`config.mk`:
```
export PLATFORM = sky130hd
export DESIGN_NAME = sch_homing
export DESIGN_NICKNAME = d
export VERILOG_FILES = /design/src/verilog/sch_pkg.sv /design/src/verilog/sch_frame_track.sv /design/src/verilog/sch_homing.sv /design/src/verilog/sch_skid_buf.sv
export SDC_FILE = /design/constraint.sdc
export NUM_CORES = 1
export LEC_CHECK = 0
export BUFFER_PORTS_ARGS = -buffer_cell sky130_fd_sc_hd__buf_2
export CAP_MARGIN = 15
export CORE_MARGIN = 2
export CORE_UTILIZATION = 59
export DETAILED_ROUTE_END_ITERATION = 6
export GPL_TIMING_DRIVEN = 0
export PLACE_DENSITY = 0.82
export SYNTH_ARGS = -nofsm -noshare
export SYNTH_HDL_FRONTEND = slang
export SYNTH_SLANG_ARGS = --single-unit
```
`constraint.sdc`:
```
create_clock -name clk_sys -period 9.05 [get_ports clk_sys]
set_input_delay 1.3575 -clock clk_sys [delete_from_list [all_inputs] [get_ports clk_sys]]
set_output_delay 1.3575 -clock clk_sys [all_outputs]
set_load 0.02 [all_outputs]
```
`src/verilog/sch_pkg.sv`:
```
`default_nettype none

package sch_pkg;

  // Frame geometry
  localparam int ENC_FRAME_LEN = 160;
  localparam int DEC_FRAME_LEN = 160;
  localparam int PARAM_FRAME_LEN = 76;
  localparam int LAR_COUNT = 8;
  localparam int SUBFRAME_LEN = 17;
  localparam int EARLY_LEN = LAR_COUNT + SUBFRAME_LEN;
  localparam int SAMPLE_W = 16;
  localparam int SAMPLE_VALID_BITS = 13;
  localparam int SAMPLE_LSB = SAMPLE_W - SAMPLE_VALID_BITS;

  // Encoder homing sample, left justified
  localparam logic [15:0] ENC_HOMING_SAMPLE = 16'h0008;

  // Decoder and encoder home state
  localparam logic [6:0] DEC_HOME_LAG = 7'h28;
  localparam int HISTORY_LEN = 120;
  localparam int ENC_LATTICE_LEN = 8;
  localparam int DEC_LATTICE_LEN = 9;

  // Positions inside one sub-frame
  localparam int POS_LAG = 0;
  localparam int POS_GAIN = 1;
  localparam int POS_GRID = 2;
  localparam int POS_AMPL = 3;
  localparam int POS_PULSE0 = 4;
  localparam int HOMING_ODD_SUB = 3;
  localparam int HOMING_ODD_PULSE = 4;

  typedef struct packed {
    logic [15:0] word;
    logic last;
  } sch_word_type;

  // Valid low-order bits of each coded parameter
  function automatic logic [15:0] paramMask(input int idx);
    int pos;
    int width;
    pos = (idx - LAR_COUNT) % SUBFRAME_LEN;
    width = 3;
    if (idx < LAR_COUNT)
      width = 6 - idx / 2;
    else if (pos == POS_LAG)
      width = 7;
    else if (pos == POS_GAIN || pos == POS_GRID)
      width = 2;
    else if (pos == POS_AMPL)
      width = 6;
    return 16'((32'h1 << width) - 1);
  endfunction : paramMask

  // Parameter values of the decoder homing frame
  function automatic logic [15:0] dhfValue(input int idx);
    int pos;
    int sub;
    logic [15:0] value;
    pos = (idx - LAR_COUNT) % SUBFRAME_LEN;
    sub = (idx - LAR_COUNT) / SUBFRAME_LEN;
    value = 16'h0004;
    case (idx)
      0: value = 16'h0009;
      1: value = 16'h0017;
      2: value = 16'h000F;
      3: value = 16'h0008;
      4: value = 16'h0007;
      5: value = 16'h0003;
      6: value = 16'h0003;
      7: value = 16'h0002;
      default:
      begin
        if (pos == POS_LAG)
          value = 16'h0028;
        else if (pos < POS_PULSE0)
          value = 16'h0000;
        else if (sub == HOMING_ODD_SUB && pos == POS_PULSE0 + HOMING_ODD_PULSE)
          value = 16'h0003;
      end
    endcase
    return value;
  endfunction : dhfValue

endpackage : sch_pkg

`default_nettype wire

```
`src/verilog/sch_frame_track.sv`:
```
`timescale 1ns/100ps
`default_nettype none

module sch_frame_track #(
  parameter int LEN = 160,
  parameter int IW = $clog2(LEN)
) (
  // Clock, reset and enable
  input wire logic clk_sys,
  input wire logic rst_b,
  input wire logic ce,
  // Element stream
  input wire logic step,
  input wire logic hit,
  // Frame position and match
  output logic [IW-1:0] idx_q,
  output logic first,
  output logic last,
  output logic matchNow
);

  logic matchSoFar_q;

  assign first = idx_q == '0;
  assign last = idx_q == IW'(LEN - 1);
  // Match over the whole frame so far, this element included
  assign matchNow = matchSoFar_q && hit;

  // Position follows the owner's own frame boundaries
  always_ff @(posedge clk_sys or negedge rst_b)
  begin
    if (!rst_b)
      idx_q <= '0;
    else if (ce && step)
      idx_q <= last ? '0 : idx_q + 1'b1;
  end

  always_ff @(posedge clk_sys or negedge rst_b)
  begin
    if (!rst_b)
      matchSoFar_q <= 1'b1;
    else if (ce && step)
      matchSoFar_q <= last ? 1'b1 : matchNow;
  end

endmodule : sch_frame_track

`default_nettype wire

```
`src/verilog/sch_homing.sv`:
```
`timescale 1ns/100ps
`default_nettype none

// Behaviour
// - Encoder homing frame: 160 samples 0x0008
// - Encoder detects homing only on own alignment
// - Encoder emits parameter frame before resetting
// - Encoder resets all state after that frame
// - Home encoder answers with decoder homing frame
// - Homing reflection codes fixed eight values
// - Homing sub-frame codes fixed, one odd pulse
// - Bad frames never trigger decoder homing
// - Home decoder outputs encoder homing frame
// - Decoder resets all state after homing frame
// - Home decoder may detect on early parameters
// - Encoder home state clears its memories
// - Decoder home state: lag 40, memories cleared
// - Homing support is optional
// - Only valid bits are compared
module sch_homing #(
  parameter bit HOMING_EN = 1'b1
) (
  // Clock, reset and enable
  input wire logic clk_sys,
  input wire logic rst_b,
  input wire logic ce,
  // Encoder sample tap
  input wire logic [15:0] encSampleIn,
  input wire logic encSampleTake,
  // Encoder parameters from the encoder datapath
  input wire logic [15:0] encParamIn,
  input wire logic encParamValid,
  output logic encParamReady,
  // Encoder parameters towards the channel
  output sch_pkg::sch_word_type encParamOut,
  output logic encParamOutValid,
  input wire logic encParamOutReady,
  // Decoder parameter tap
  input wire logic [15:0] decParamIn,
  input wire logic decParamTake,
  input wire logic decBadFrame,
  // Decoded speech from the decoder datapath
  input wire logic [15:0] decSpeechIn,
  input wire logic decSpeechValid,
  output logic decSpeechReady,
  // Speech towards the sink
  output sch_pkg::sch_word_type decSpeechOut,
  output logic decSpeechOutValid,
  input wire logic decSpeechOutReady,
  // Homing controls to the datapaths
  output logic encHomeReset,
  output logic decHomeReset,
  output logic encInHome,
  output logic decInHome,
  output logic [6:0] decHomeLag
);

  import sch_pkg::*;

  logic encSmpFire;
  logic encSmpHit;
  logic encSmpFirst;
  logic encSmpLast;
  logic encSmpMatch;
  logic encParFire;
  logic [6:0] encParIdx;
  logic encParLast;
  logic decParFire;
  logic decParHit;
  logic [6:0] decParIdx;
  logic decParFirst;
  logic decParLast;
  logic decParMatch;
  logic decBadNow;
  logic decOutFire;
  logic decOutLast;
  logic encHome_q;
  logic encHomeAtStart_q;
  logic encPendHome_q;
  logic encSubst_q;
  logic decHome_q;
  logic decHomeAtStart_q;
  logic decBad_q;
  logic decPendHome_q;
  logic decSubst_q;
  sch_word_type encBufIn;
  sch_word_type decBufIn;

  assign encSmpFire = encSampleTake && ce;
  assign encParFire = encParamValid && encParamReady && ce;
  assign decParFire = decParamTake && ce;
  assign decOutFire = decSpeechValid && decSpeechReady && ce;
  assign encInHome = encHome_q;
  assign decInHome = decHome_q;
  assign decHomeLag = DEC_HOME_LAG;

  assign encSmpHit = encSampleIn[15:SAMPLE_LSB]
                     == ENC_HOMING_SAMPLE[15:SAMPLE_LSB];
  assign decParHit = ((decParamIn ^ dhfValue(int'(decParIdx)))
                      & paramMask(int'(decParIdx))) == 16'h0000;
  // Bad flag travels with the first parameter of a frame
  assign decBadNow = decParFirst ? decBadFrame : decBad_q;

  sch_frame_track #(.LEN(ENC_FRAME_LEN), .IW(8)) u_encSmpTrk (
    .clk_sys(clk_sys),
    .rst_b(rst_b),
    .ce(ce),
    .step(encSmpFire),
    .hit(encSmpHit),
    .idx_q(),
    .first(encSmpFirst),
    .last(encSmpLast),
    .matchNow(encSmpMatch)
  );

  sch_frame_track #(.LEN(PARAM_FRAME_LEN), .IW(7)) u_encParTrk (
    .clk_sys(clk_sys),
    .rst_b(rst_b),
    .ce(ce),
    .step(encParFire),
    .hit(1'b0),
    .idx_q(encParIdx),
    .first(),
    .last(encParLast),
    .matchNow()
  );

  sch_frame_track #(.LEN(PARAM_FRAME_LEN), .IW(7)) u_decParTrk (
    .clk_sys(clk_sys),
    .rst_b(rst_b),
    .ce(ce),
    .step(decParFire),
    .hit(decParHit),
    .idx_q(decParIdx),
    .first(decParFirst),
    .last(decParLast),
    .matchNow(decParMatch)
  );

  sch_frame_track #(.LEN(DEC_FRAME_LEN), .IW(8)) u_decOutTrk (
    .clk_sys(clk_sys),
    .rst_b(rst_b),
    .ce(ce),
    .step(decOutFire),
    .hit(1'b0),
    .idx_q(),
    .first(),
    .last(decOutLast),
    .matchNow()
  );

  // Encoder frame decision, latched at the last aligned sample
  always_ff @(posedge clk_sys or negedge rst_b)
  begin
    if (!rst_b)
    begin
      encHomeAtStart_q <= 1'b1;
      encPendHome_q <= 1'b0;
      encSubst_q <= 1'b0;
    end
    else if (encSmpFire)
    begin
      if (encSmpFirst)
        encHomeAtStart_q <= encHome_q;
      if (encSmpLast)
      begin
        encPendHome_q <= HOMING_EN && encSmpMatch;
        encSubst_q <= HOMING_EN && encSmpMatch
                      && (encSmpFirst ? encHome_q : encHomeAtStart_q);
      end
    end
  end

  always_comb
  begin
    encBufIn.word = encSubst_q ? dhfValue(int'(encParIdx)) : encParamIn;
    encBufIn.last = encParLast;
  end

  // Reset waits for the last parameter so the frame is out first
  // pulse after frame
  always_ff @(posedge clk_sys or negedge rst_b)
  begin
    if (!rst_b)
    begin
      encHomeReset <= 1'b0;
      encHome_q <= 1'b1;
    end
    else if (ce)
    begin
      encHomeReset <= encParFire && encParLast && encPendHome_q;
      if (encParFire && encParLast)
        encHome_q <= encPendHome_q;
    end
  end

  // Decoder frame decision
  always_ff @(posedge clk_sys or negedge rst_b)
  begin
    if (!rst_b)
    begin
      decHomeAtStart_q <= 1'b1;
      decBad_q <= 1'b0;
      decPendHome_q <= 1'b0;
      decSubst_q <= 1'b0;
    end
    else if (ce)
    begin
      if (decParFire && decParFirst)
      begin
        decHomeAtStart_q <= decHome_q;
        decBad_q <= decBadFrame;
      end
      if (decParFire && decParIdx == 7'(EARLY_LEN - 1))
        decSubst_q <= HOMING_EN && decParMatch && !decBadNow
                      && decHomeAtStart_q;
      else if (decOutFire && decOutLast)
        decSubst_q <= 1'b0;
      if (decParFire && decParLast)
        decPendHome_q <= HOMING_EN && decParMatch && !decBadNow;
      else if (decOutFire && decOutLast)
        decPendHome_q <= 1'b0;
    end
  end

  always_comb
  begin
    decBufIn.word = decSubst_q ? ENC_HOMING_SAMPLE : decSpeechIn;
    decBufIn.last = decOutLast;
  end

  always_ff @(posedge clk_sys or negedge rst_b)
  begin
    if (!rst_b)
    begin
      decHomeReset <= 1'b0;
      decHome_q <= 1'b1;
    end
    else if (ce)
    begin
      decHomeReset <= decOutFire && decOutLast && decPendHome_q;
      if (decOutFire && decOutLast)
        decHome_q <= decPendHome_q;
    end
  end

  // Two entries keep full rate; after a one-cycle sink stall the input waits one cycle
  sch_skid_buf #(.WIDTH($bits(sch_word_type)), .DEPTH(2)) u_encBuf (
    .clk_sys(clk_sys),
    .rst_b(rst_b),
    .ce(ce),
    .inData(encBufIn),
    .inValid(encParamValid),
    .inReady(encParamReady),
    .outData(encParamOut),
    .outValid(encParamOutValid),
    .outReady(encParamOutReady)
  );

  sch_skid_buf #(.WIDTH($bits(sch_word_type)), .DEPTH(2)) u_decBuf (
    .clk_sys(clk_sys),
    .rst_b(rst_b),
    .ce(ce),
    .inData(decBufIn),
    .inValid(decSpeechValid),
    .inReady(decSpeechReady),
    .outData(decSpeechOut),
    .outValid(decSpeechOutValid),
    .outReady(decSpeechOutReady)
  );
endmodule : sch_homing

`default_nettype wire

```
`src/verilog/sch_skid_buf.sv`:
```
`timescale 1ns/100ps
`default_nettype none

module sch_skid_buf #(
  parameter int WIDTH = 17,
  parameter int DEPTH = 2,
  parameter int AW = (DEPTH > 1) ? $clog2(DEPTH) : 1
) (
  // Clock, reset and enable
  input wire logic clk_sys,
  input wire logic rst_b,
  input wire logic ce,
  // Fill side
  input wire logic [WIDTH-1:0] inData,
  input wire logic inValid,
  output logic inReady,
  // Drain side
  output logic [WIDTH-1:0] outData,
  output logic outValid,
  input wire logic outReady
);

  logic [WIDTH-1:0] mem [DEPTH];
  logic [AW-1:0] wrPtr_q;
  logic [AW-1:0] rdPtr_q;
  logic [AW:0] count_q;
  logic push;
  logic pop;

  // Handshake drops while frozen, so no word is lost or taken twice
  assign inReady = ce && (count_q < (AW+1)'(DEPTH));
  assign outValid = ce && (count_q != '0);
  assign outData = mem[rdPtr_q];
  assign push = inValid && inReady && ce;
  assign pop = outValid && outReady && ce;

  always_ff @(posedge clk_sys or negedge rst_b)
  begin
    if (!rst_b)
    begin
      for (int i = 0; i < DEPTH; i++)
        mem[i] <= '0;
    end
    else if (push)
      mem[wrPtr_q] <= inData;
  end

  always_ff @(posedge clk_sys or negedge rst_b)
  begin
    if (!rst_b)
    begin
      wrPtr_q <= '0;
      rdPtr_q <= '0;
    end
    else
    begin
      if (push)
        wrPtr_q <= (wrPtr_q == AW'(DEPTH - 1)) ? '0 : wrPtr_q + 1'b1;
      if (pop)
        rdPtr_q <= (rdPtr_q == AW'(DEPTH - 1)) ? '0 : rdPtr_q + 1'b1;
    end
  end

  always_ff @(posedge clk_sys or negedge rst_b)
  begin
    if (!rst_b)
      count_q <= '0;
    else if (push && !pop)
      count_q <= count_q + 1'b1;
    else if (pop && !push)
      count_q <= count_q - 1'b1;
  end

endmodule : sch_skid_buf

`default_nettype wire
```
## Word-level counts from Yosys, hierarchy flattened

Cells that the tools add are included.

- Flip-flop bits (word level): 119
- Bits of input ports: 74
- Output and inout bits: 49
- Word-level logic and storage cells: 201

- Add/sub/neg operators: 16
- Divide/modulo/power cells: 4
- $lt $le $gt $ge: 11
- Eq/ne operators: 27
- Shift operators: 1
- Muxes and demuxes: 45
- Bitwise operators: 6
- Reductions and logical operators: 64

Operators by type and width:

| kind | number |
|---|---|
| $mux W17 | 8 |
| $eq A32 B3 Y1 const B | 4 |
| $pmux W16 S7 | 1 |
| $bwmux W34 | 2 |
| $div A32 B6 Y32 const B | 2 |
| $eq A32 B5 Y1 const B | 2 |
| $logic_not A32 Y1 | 2 |
| $lt A32 B4 Y1 const B | 2 |
| $mod A32 B6 Y32 const B | 2 |
| $eq A7 B3 Y1 const B | 8 |
| $pmux W6 S7 | 1 |
| $logic_and A1 B1 Y1 | 38 |
| $demux W17 S1 | 2 |
| $eq A32 B2 Y1 const B | 1 |
| $mux W16 | 2 |
| $mux W32 | 1 |
| $shl A1 B32 Y16 const A | 1 |
| $eq A7 B2 Y1 const B | 4 |
| $mux W3 | 7 |
| $add A8 B1 Y8 const B | 2 |
| $and A16 B16 Y16 | 1 |
| $eq A8 B8 Y1 const B | 2 |
| $logic_not A16 Y1 | 1 |
| $mux W8 | 2 |
| other kinds (28) | 76 |

## Logic depth before layout (Yosys ltp)

Gate-level depths: netlist (run 1).

- Depth after elaboration: 15
- Mapped depth: 42
- Mapped depth without buffers: 40

## By module

A second synthesis (run 1) with hierarchy kept.

- Cell total of the unflattened synthesis: 1012
- Area, all modules: 9680.5 sq um

By module, submodules not included:

| module | instances | cells each | area an instance (sq um) |
|---|---|---|---|
| sch_homing | 1 | 596 | 4275.4 |
| sch_skid_buf | 2 | 107 | 1722.9 |
| sch_frame_track (u_decOutTrk ...) | 2 | 51 | 494.2 |
| sch_frame_track (u_decParTrk ...) | 2 | 50 | 485.5 |

## Worst setup path after synthesis (run 1)

OpenSTA, ideal clock, no wires.

- Path type: flip-flop to flip-flop
- Start: reg u_decParTrk.idx_q[0]
- End: reg decPendHome_q
- Arrival: 8.016 ns
- Data required time: 8.974 ns
- Path slack: 0.957 ns
- Cell stages (with the launch flop): 42
- Cells stage by stage: dfrtp_1 > clkbuf_1 > inv_1 > ha_1 > nor4b_2 > xnor2_1 > clkbuf_1 > o21ai_1 > a21oi_1 > nor2_1 > ha_1 > or2_2 > a222oi_1 > o2bb2ai_1 > nor2_2 > xnor2_1 > ha_1 > inv_1 > [... 6 more ...] > inv_2 > xnor2_1 > inv_1 > ha_1 > inv_1 > a221o_1 > mux2i_1 > a311oi_1 > nor3_2 > a21oi_1 > nand2_1 > ha_1 > xnor2_1 > nor2_1 > inv_1 > o32ai_1 > or4b_1 > o21ai_1

- Cells in the longest elaborated chain, start to end: 14

Ends and longest elaborated chain:

| what | line | text |
|---|---|---|
| start, declared | sch_frame_track.sv:16 | `output logic [IW-1:0] idx_q,` |
| start signal, assigned | sch_frame_track.sv:35 | `idx_q <= last ? '0 : idx_q + 1'b1;` |
| $sub A7 B4 Y8 | sch_pkg.sv:43, sch_pkg.sv:61, sch_pkg.sv:62 |  |
| $mod A32 B6 Y32 or $div A32 B6 Y32 (tied branches) | sch_pkg.sv:43, sch_pkg.sv:61, sch_pkg.sv:62 |  |
| $eq A32 B3 Y1 (tied with other cells) | sch_pkg.sv:51 | `else if (pos == POS_AMPL)` |
| $mux W3 (tied with other cells) | sch_pkg.sv:51 |  |
| $mux W3, on equally long branches | sch_pkg.sv:49, sch_pkg.sv:79 |  |
| $mux W3, on equally long branches | sch_pkg.sv:47, sch_pkg.sv:77 |  |
| $mux W32 or $mux W6 (tied branches) | sch_pkg.sv:45, sch_pkg.sv:75 |  |
| $shl A1 B32 Y16 or $pmux W16 S7 (tied branches) | sch_pkg.sv:53, sch_pkg.sv:64 |  |
| $sub A16 B1 Y16 or $xor A16 B16 Y16 (tied branches) | sch_pkg.sv:53, sch_homing.sv:99 |  |
| $and A16 B16 Y16 | sch_homing.sv:100 | `& paramMask(int'(decParIdx))) == 16'h0000;` |
| $logic_not A16 Y1 | sch_homing.sv:99 | `assign decParHit = ((decParamIn ^ dhfValue(int'(decParIdx)))` |
| $logic_and A1 B1 Y1 | sch_frame_track.sv:27 | `assign matchNow = matchSoFar_q && hit;` |
| $logic_and A1 B1 Y1 | sch_homing.sv:220 | `decPendHome_q <= HOMING_EN && decParMatch && !decBadNow;` |
| $mux W1 | sch_homing.sv:219 | `if (decParFire && decParLast)` |
| end signal, assigned | sch_homing.sv:220 |  |
| end, declared | sch_homing.sv:84 | `logic decPendHome_q;` |

Parallel ways exist; a longest one is shown, timed or not.
A chain may end at the register's enable or synchronous reset.

## Worst setup path after layout (run 1)

- Start: reg u_decParTrk.idx_q[3]
- End: reg u_decParTrk.matchSoFar_q

- Cells in the longest elaborated chain, start to end: 13

Ends and longest elaborated chain:

| what | line | text |
|---|---|---|
| $sub A7 B4 Y8 | sch_pkg.sv:43, sch_pkg.sv:61, sch_pkg.sv:62 |  |
| $mod A32 B6 Y32 or $div A32 B6 Y32 (tied branches) | sch_pkg.sv:43, sch_pkg.sv:61, sch_pkg.sv:62 |  |
| $eq A32 B3 Y1 (tied with other cells) | sch_pkg.sv:51 |  |
| $mux W3 (tied with other cells) | sch_pkg.sv:51 |  |
| $mux W3, on equally long branches | sch_pkg.sv:49, sch_pkg.sv:79 |  |
| $mux W3, on equally long branches | sch_pkg.sv:47, sch_pkg.sv:77 |  |
| $mux W32 or $mux W6 (tied branches) | sch_pkg.sv:45, sch_pkg.sv:75 |  |
| $shl A1 B32 Y16 or $pmux W16 S7 (tied branches) | sch_pkg.sv:53, sch_pkg.sv:64 |  |
| $sub A16 B1 Y16 or $xor A16 B16 Y16 (tied branches) | sch_pkg.sv:53, sch_homing.sv:99 |  |
| $and A16 B16 Y16 | sch_homing.sv:100 |  |
| $logic_not A16 Y1 | sch_homing.sv:99 |  |
| $logic_and A1 B1 Y1 | sch_frame_track.sv:27 |  |
| $mux W1 * | sch_frame_track.sv:43 | `matchSoFar_q <= last ? 1'b1 : matchNow;` |
| end signal, assigned | sch_frame_track.sv:43 |  |
| end, declared | sch_frame_track.sv:22 | `logic matchSoFar_q;` |

Mark *: on every way between the ends. The rest lies on a longest branch, timed or not.

==> impl_metrics.env, run 1 <==
export IMPL_ys_seq_area_frac=0.331
export IMPL_yosysUniqueCellTypes=90
export IMPL_design_area_sq_um=10600
export IMPL_core_area_sq_um=15000
export IMPL_cts_htree_levels=4
export IMPL_path_clk_slew_ps=60
export IMPL_die_area_sq_um=16300
export IMPL_grt_use_met1=0.387
export IMPL_setup_viol=0
export IMPL_track_usage=0.295
export IMPL_ys_flop_type="dfrtp_1"
export IMPL_place_area_sq_um=9850
export IMPL_fin_crit_sh=0.953
export IMPL_grt_use_met2=0.498
export IMPL_r2r_slack_ps=420
export IMPL_initial_core_util=0.599
export IMPL_cts_buffers=17
export IMPL_drc_errors=0
export IMPL_start_kind="flop"
export IMPL_dieHeight_um=128
export IMPL_r2r_cells=41
export IMPL_drtIter0Drc=801
export IMPL_drv_slew=0
export IMPL_hp_class="reg -> reg"
export IMPL_synth_edf_count=0
export IMPL_io_pin_count=123
export IMPL_cts_tree="yes"
export IMPL_required_ps=9390
export IMPL_clock_latency_ps=420
export IMPL_final_cell_mix="nand2_1 (171), o21ai_0 (123), buf_2 (115)"
export IMPL_period_minus_slack_ps=8630
export IMPL_crit_start="u_decParTrk.idx_q[3]$_DFFE_PN0P_"
export IMPL_die_x_um=128
export IMPL_dpl_hpwl_um=17300
export IMPL_slew_headroom=0.367
export IMPL_via_per_inst=6.23
export IMPL_cts_sinks=119
export IMPL_syn_area_sq_um=9010
export IMPL_syn_inst=1100
export IMPL_crit_top_cell="inv_1"
export IMPL_wirelength_um=24300
export IMPL_top_usage_layer="met2"
export IMPL_first_pass_iters=5
export IMPL_fmax_mhz=116
export IMPL_cpPeakStageDelay_ps=560
export IMPL_rows=45
export IMPL_crit_fanout=10
export IMPL_crit_reg2reg_capture="u_decParTrk.matchSoFar_q$_DFFE_PN1P_"
export IMPL_gr_usage_met3=0.0406
export IMPL_dr_total_vias=8997
export IMPL_syn_area_per_cell_sq_um=8.19
export IMPL_place_congestion=0.972
export IMPL_async_flop_share=1.00
export IMPL_wl_per_cell_um=16.8
export IMPL_grt_pass1_wl_um=39300
export IMPL_num_fill_cells=1138
export IMPL_critPathCaptureType="flop"
export IMPL_final_common_cell="nand2_1"
export IMPL_r2r_start="u_decParTrk.idx_q[3]$_DFFE_PN0P_"
export IMPL_holdWs_ps=473
export IMPL_port_buffers=111
export IMPL_insertedDiodeCount=0
export IMPL_skew_ps=6.97
export IMPL_grt_pass1_vias=8249
export IMPL_grt_max_degree=103
export IMPL_yosys_warnings=0
export IMPL_overflow=0
export IMPL_hold_violations=0
export IMPL_nNetsFinal=1352
export IMPL_clockBufferDepth=2
export IMPL_cts_root_buf="clkbuf_16"
export IMPL_critPathCapture="u_decParTrk.matchSoFar_q$_DFFE_PN1P_"
export IMPL_drive_above_1_share=0.195
export IMPL_worst_path_max_delay_cell="or4b_1"
export IMPL_crit_type="reg -> reg"
export IMPL_drv_cap=0
export IMPL_antenna_found_initial=0
export IMPL_postRouteAntennaNets=0
export IMPL_fin_tns_setup_ps=0
export IMPL_syn2layout_area_growth_pct=17.6
export IMPL_ys_seq_elements=119
export IMPL_status="completed"
export IMPL_worstMarginPinSlew_ps=938
export IMPL_worstPathArrival_ps=8970
export IMPL_fin_util=0.705
## cell families (layout without fill, tap and decap cells)
group / after synthesis / in the layout / synth area share
fa+ha+maj: 36 / 36 / 0.0497
buf+inv: 98 / 248 / 0.0450
flops: 119 / 119 / 0.331
xor+xnor: 51 / 51 / 0.0496
compound gates: 317 / 317 / 0.226
other cells: 2 / 7 / 0.000834
simple gates: 425 / 425 / 0.234
mux: 52 / 52 / 0.0632
## stage by stage
step | setup slack [ps] | instances
final | 422 | 1443
after global routing | -71.5 | 1443
after CTS | 63.6 | 1437
after detailed placement | -714 | 1405
after global placement | -622 | 1404
after floorplan | 957 | 1105
## worst min-delay path by stage
stage / from / endpoint / slack [ps] / depth (start not counted)
after floorplan: u_encBuf.mem[4]$_DFFE_PN0P_ / u_encBuf.mem[4]$_DFFE_PN0P_ / 440 / 2
after global placement: u_encBuf.mem[11]$_DFFE_PN0P_ / u_encBuf.mem[11]$_DFFE_PN0P_ / 460 / 2
after detailed placement: u_encBuf.mem[6]$_DFFE_PN0P_ / u_encBuf.mem[6]$_DFFE_PN0P_ / 460 / 2
after CTS: u_encBuf.mem[19]$_DFFE_PN0P_ / u_encBuf.mem[19]$_DFFE_PN0P_ / 480 / 2
after global routing: u_decBuf.mem[5]$_DFFE_PN0P_ / u_decBuf.mem[5]$_DFFE_PN0P_ / 500 / 2
final: u_encBuf.mem[19]$_DFFE_PN0P_ / u_encBuf.mem[19]$_DFFE_PN0P_ / 470 / 2
## state kept, by name, indices dropped and copies added (netlist names), 2 cells and up
register,cells
u_encParTrk.idx_q,7
u_decParTrk.idx_q,7
u_encBuf.mem,34
u_decBuf.mem,34
u_encSmpTrk.idx_q,8
u_decOutTrk.idx_q,8
u_encBuf.count_q,2
u_decBuf.count_q,2
## Yosys cell counts, types with 17 or more instances
| library cell | n | area [sq um] |
|---|---|---|
| nand4_1 | 17 | 106 |
| a21oi_1 | 49 | 245 |
| dfrtp_1 | 113 | 2830 |
| clkbuf_1 | 47 | 176 |
| ha_1 | 35 | 438 |
| inv_1 | 38 | 143 |
| mux2_2 | 39 | 439 |
| xnor2_1 | 37 | 324 |
| nand3_1 | 36 | 180 |
| o21ai_0 | 124 | 621 |
| nor2_1 | 67 | 251 |
| or3_1 | 17 | 106 |
| nor3_1 | 22 | 110 |
| nand2_1 | 171 | 642 |
## routing by layer
| layer | vias to the layer above | share of wire |
|---|---|---|
| met1 | 4269 | 0.43 |
| met5 | - | 0 |
| met4 | 0 | 0.030 |
| met3 | 72 | 0.053 |
| li1 | 4272 | - |
| met2 | 384 | 0.48 |
## critical path: cells and delay by family (launching register included)
family,cells,cell delay [ps]
xor gates and xnor gates,4,700
and+or+nand+nor,11,2200
adders and majority gates,5,1280
DFF,1,490
muxes,1,140
buffers and inverters,8,1190
AOI/OAI and AO/OA,12,2550
## final cells by class
cell class | count | area (sq um) | area share
multi-input combinational | 888 | 5730 | 0.540
sequential | 119 | 2990 | 0.282
timing repair buffer | 119 | 642 | 0.0606
clock buffer | 20 | 447 | 0.0421
buffer | 59 | 267 | 0.0251
tap | 188 | 235 | 0.0222
clock inverter | 11 | 149 | 0.0140
inverter | 39 | 146 | 0.0138
## timing repair
action,CTS,global route
buffers inserted,1,6
pin swaps,1,6
cloned,0,0
endpoints found under the setup margin,3,3
hold buffers,0,0
gates resized for setup,8,20
Power of run 1 is left out: the tool's default activity adds up to more than one toggle a clock period on the data nets, which glitch-free logic cannot reach.
==> run 2, diff against run 1 <==
CORE_ASPECT_RATIO = 1.5   (was unset)
==> impl_metrics.env, run 2 (same netlist as run 1, synthesis figures left out) <==
export IMPL_status="finished, violations left"
export IMPL_violations="DRC"
export IMPL_period_minus_slack_ps=8550
export IMPL_grt_pass1_vias=8781
export IMPL_hp_class="reg -> reg"
export IMPL_core_area_sq_um=15000
export IMPL_cts_htree_levels=4
export IMPL_fmax_mhz=117
export IMPL_critPathCaptureType="flop"
export IMPL_crit_fanout=10
export IMPL_postRouteAntennaNets=0
export IMPL_drive_above_1_share=0.197
export IMPL_via_per_inst=6.21
export IMPL_antenna_found_initial=1
export IMPL_largestRegisters="u_decBuf.mem (34), u_encBuf.mem (34)"
export IMPL_worstPathArrival_ps=8890
export IMPL_start_kind="flop"
export IMPL_cts_buffers=17
export IMPL_crit_type="reg -> reg"
export IMPL_port_buffers=111
export IMPL_dieHeight_um=155
export IMPL_slew_headroom=0.283
export IMPL_die_area_sq_um=16300
export IMPL_cpPeakStageDelay_ps=530
export IMPL_required_ps=9400
export IMPL_place_area_sq_um=9870
export IMPL_post_place_ws_ps=-753
export IMPL_wirelength_um=25100
export IMPL_drv_slew=0
export IMPL_cts_sinks=119
export IMPL_clockBufferDepth=2
export IMPL_nNetsFinal=1347
export IMPL_skew_ps=7.94
export IMPL_design_area_sq_um=10600
export IMPL_critPathTopFamily="simple AND/OR/NAND/NOR gates"
export IMPL_path_buf_inv=8
export IMPL_io_pin_count=123
export IMPL_cts_tree="yes"
export IMPL_fin_crit_sh=0.944
export IMPL_path_clk_slew_ps=60
export IMPL_initial_core_util=0.601
export IMPL_setup_viol=0
export IMPL_drv_cap=0
export IMPL_place_congestion=0.947
export IMPL_worstMarginPinSlew_ps=1060
export IMPL_dr_total_vias=9004
export IMPL_overflow=0
export IMPL_worst_path_max_delay_cell="or4b_1"
export IMPL_hold_violations=0
export IMPL_syn2layout_area_growth_pct=17.8
export IMPL_clock_latency_ps=420
export IMPL_crit_top_cell="inv_1"
export IMPL_rows=55
export IMPL_final_common_cell="nand2_1"
export IMPL_fin_util=0.707
export IMPL_grt_pass1_wl_um=40400
export IMPL_grt_max_degree=105
export IMPL_die_x_um=105
export IMPL_final_cell_mix="nand2_1 (171), o21ai_0 (123), buf_2 (115)"
export IMPL_drtIter0Drc=579
export IMPL_drc_errors=2
export IMPL_cts_root_buf="clkbuf_16"
export IMPL_wl_per_cell_um=17.3
export IMPL_dpl_hpwl_um=18300
export IMPL_first_pass_iters=7
export IMPL_track_usage=0.304
export IMPL_layout_setup_ws_ps=505
## run 2: cell types whose count changed in the layout (fill, tap and decap cells not counted), sizes merged
cell      previous run  this run
buf                133       128
clkinvlp             3         2
clkbuf              65        63
inv                 41        46
clkinv               3         2
diode                0         1
## run 2: repair_timing
| action | 4_1_cts | 5_1_grt |
|---|---|---|
| gates resized for setup | 9 | 22 |
| setup endpoints to repair | 3 | 3 |
| pin swaps | 1 | 1 |
| hold buffers | 0 | 0 |
| cloned | 0 | 0 |
| buffers inserted | 1 | 1 |
## run 2: worst paths after layout
kind	start	endpoint	slack, ps	cells after the start
max	u_decParTrk.idx_q[3]$_DFFE_PN0P_	decSubst_q$_DFFE_PN0P_	500	41
min	u_decBuf.mem[29]$_DFFE_PN0P_	u_decBuf.mem[29]$_DFFE_PN0P_	470	2
max reg2reg	u_decParTrk.idx_q[3]$_DFFE_PN0P_	decSubst_q$_DFFE_PN0P_	500	41
min reg2reg	u_decBuf.mem[29]$_DFFE_PN0P_	u_decBuf.mem[29]$_DFFE_PN0P_	470	2
max in group asynchronous	rst_b	u_decParTrk.idx_q[0]$_DFFE_PN0P_	7510	2
min in group asynchronous	rst_b	u_encParTrk.idx_q[6]$_DFFE_PN0P_	770	1
## run 2: layer usage
layer	wire [um]	track usage	part of all wire	up-vias
met2	13200	0.558	0.53	318
met1	9550	0.331	0.38	4308
li1	-	-	-	4286
met3	1050	0.0402	0.042	92
met4	1250	0.184	0.050	0
met5	0	0	0	-
## run 2: final cells by class
cell class	instances	area (sq um)
clock inverter	14	189
antenna	1	2.50
buffer	59	267
clock buffer	18	429
timing repair buffer	114	604
inverter	39	146
multi-input combinational	888	5740
tap	199	249
fill	1229	4390
sequential	119	2990
## run 2: tightest hold or removal path, delay by kind of cell, from the launching register on
kind               cells  cell delay (ps)
and+or+nand+nor        1               40
AOI/OAI and AO/OA      1               60
DFF                    1              340
## run 2: through the flow
step | std cells | hold WS [ps] | TNS, ps
6_report | 1451 | 474 | 0
5_1_grt | 1451 | 498 | -124
4_1_cts | 1449 | 479 | 0
3_5_place_dp | 1416 | 465 | -2220
3_3_place_gp | 1415 | 454 | -2110
2_1_floorplan | 1105 | 443 | 0
Power of run 2 is left out for the same reason.
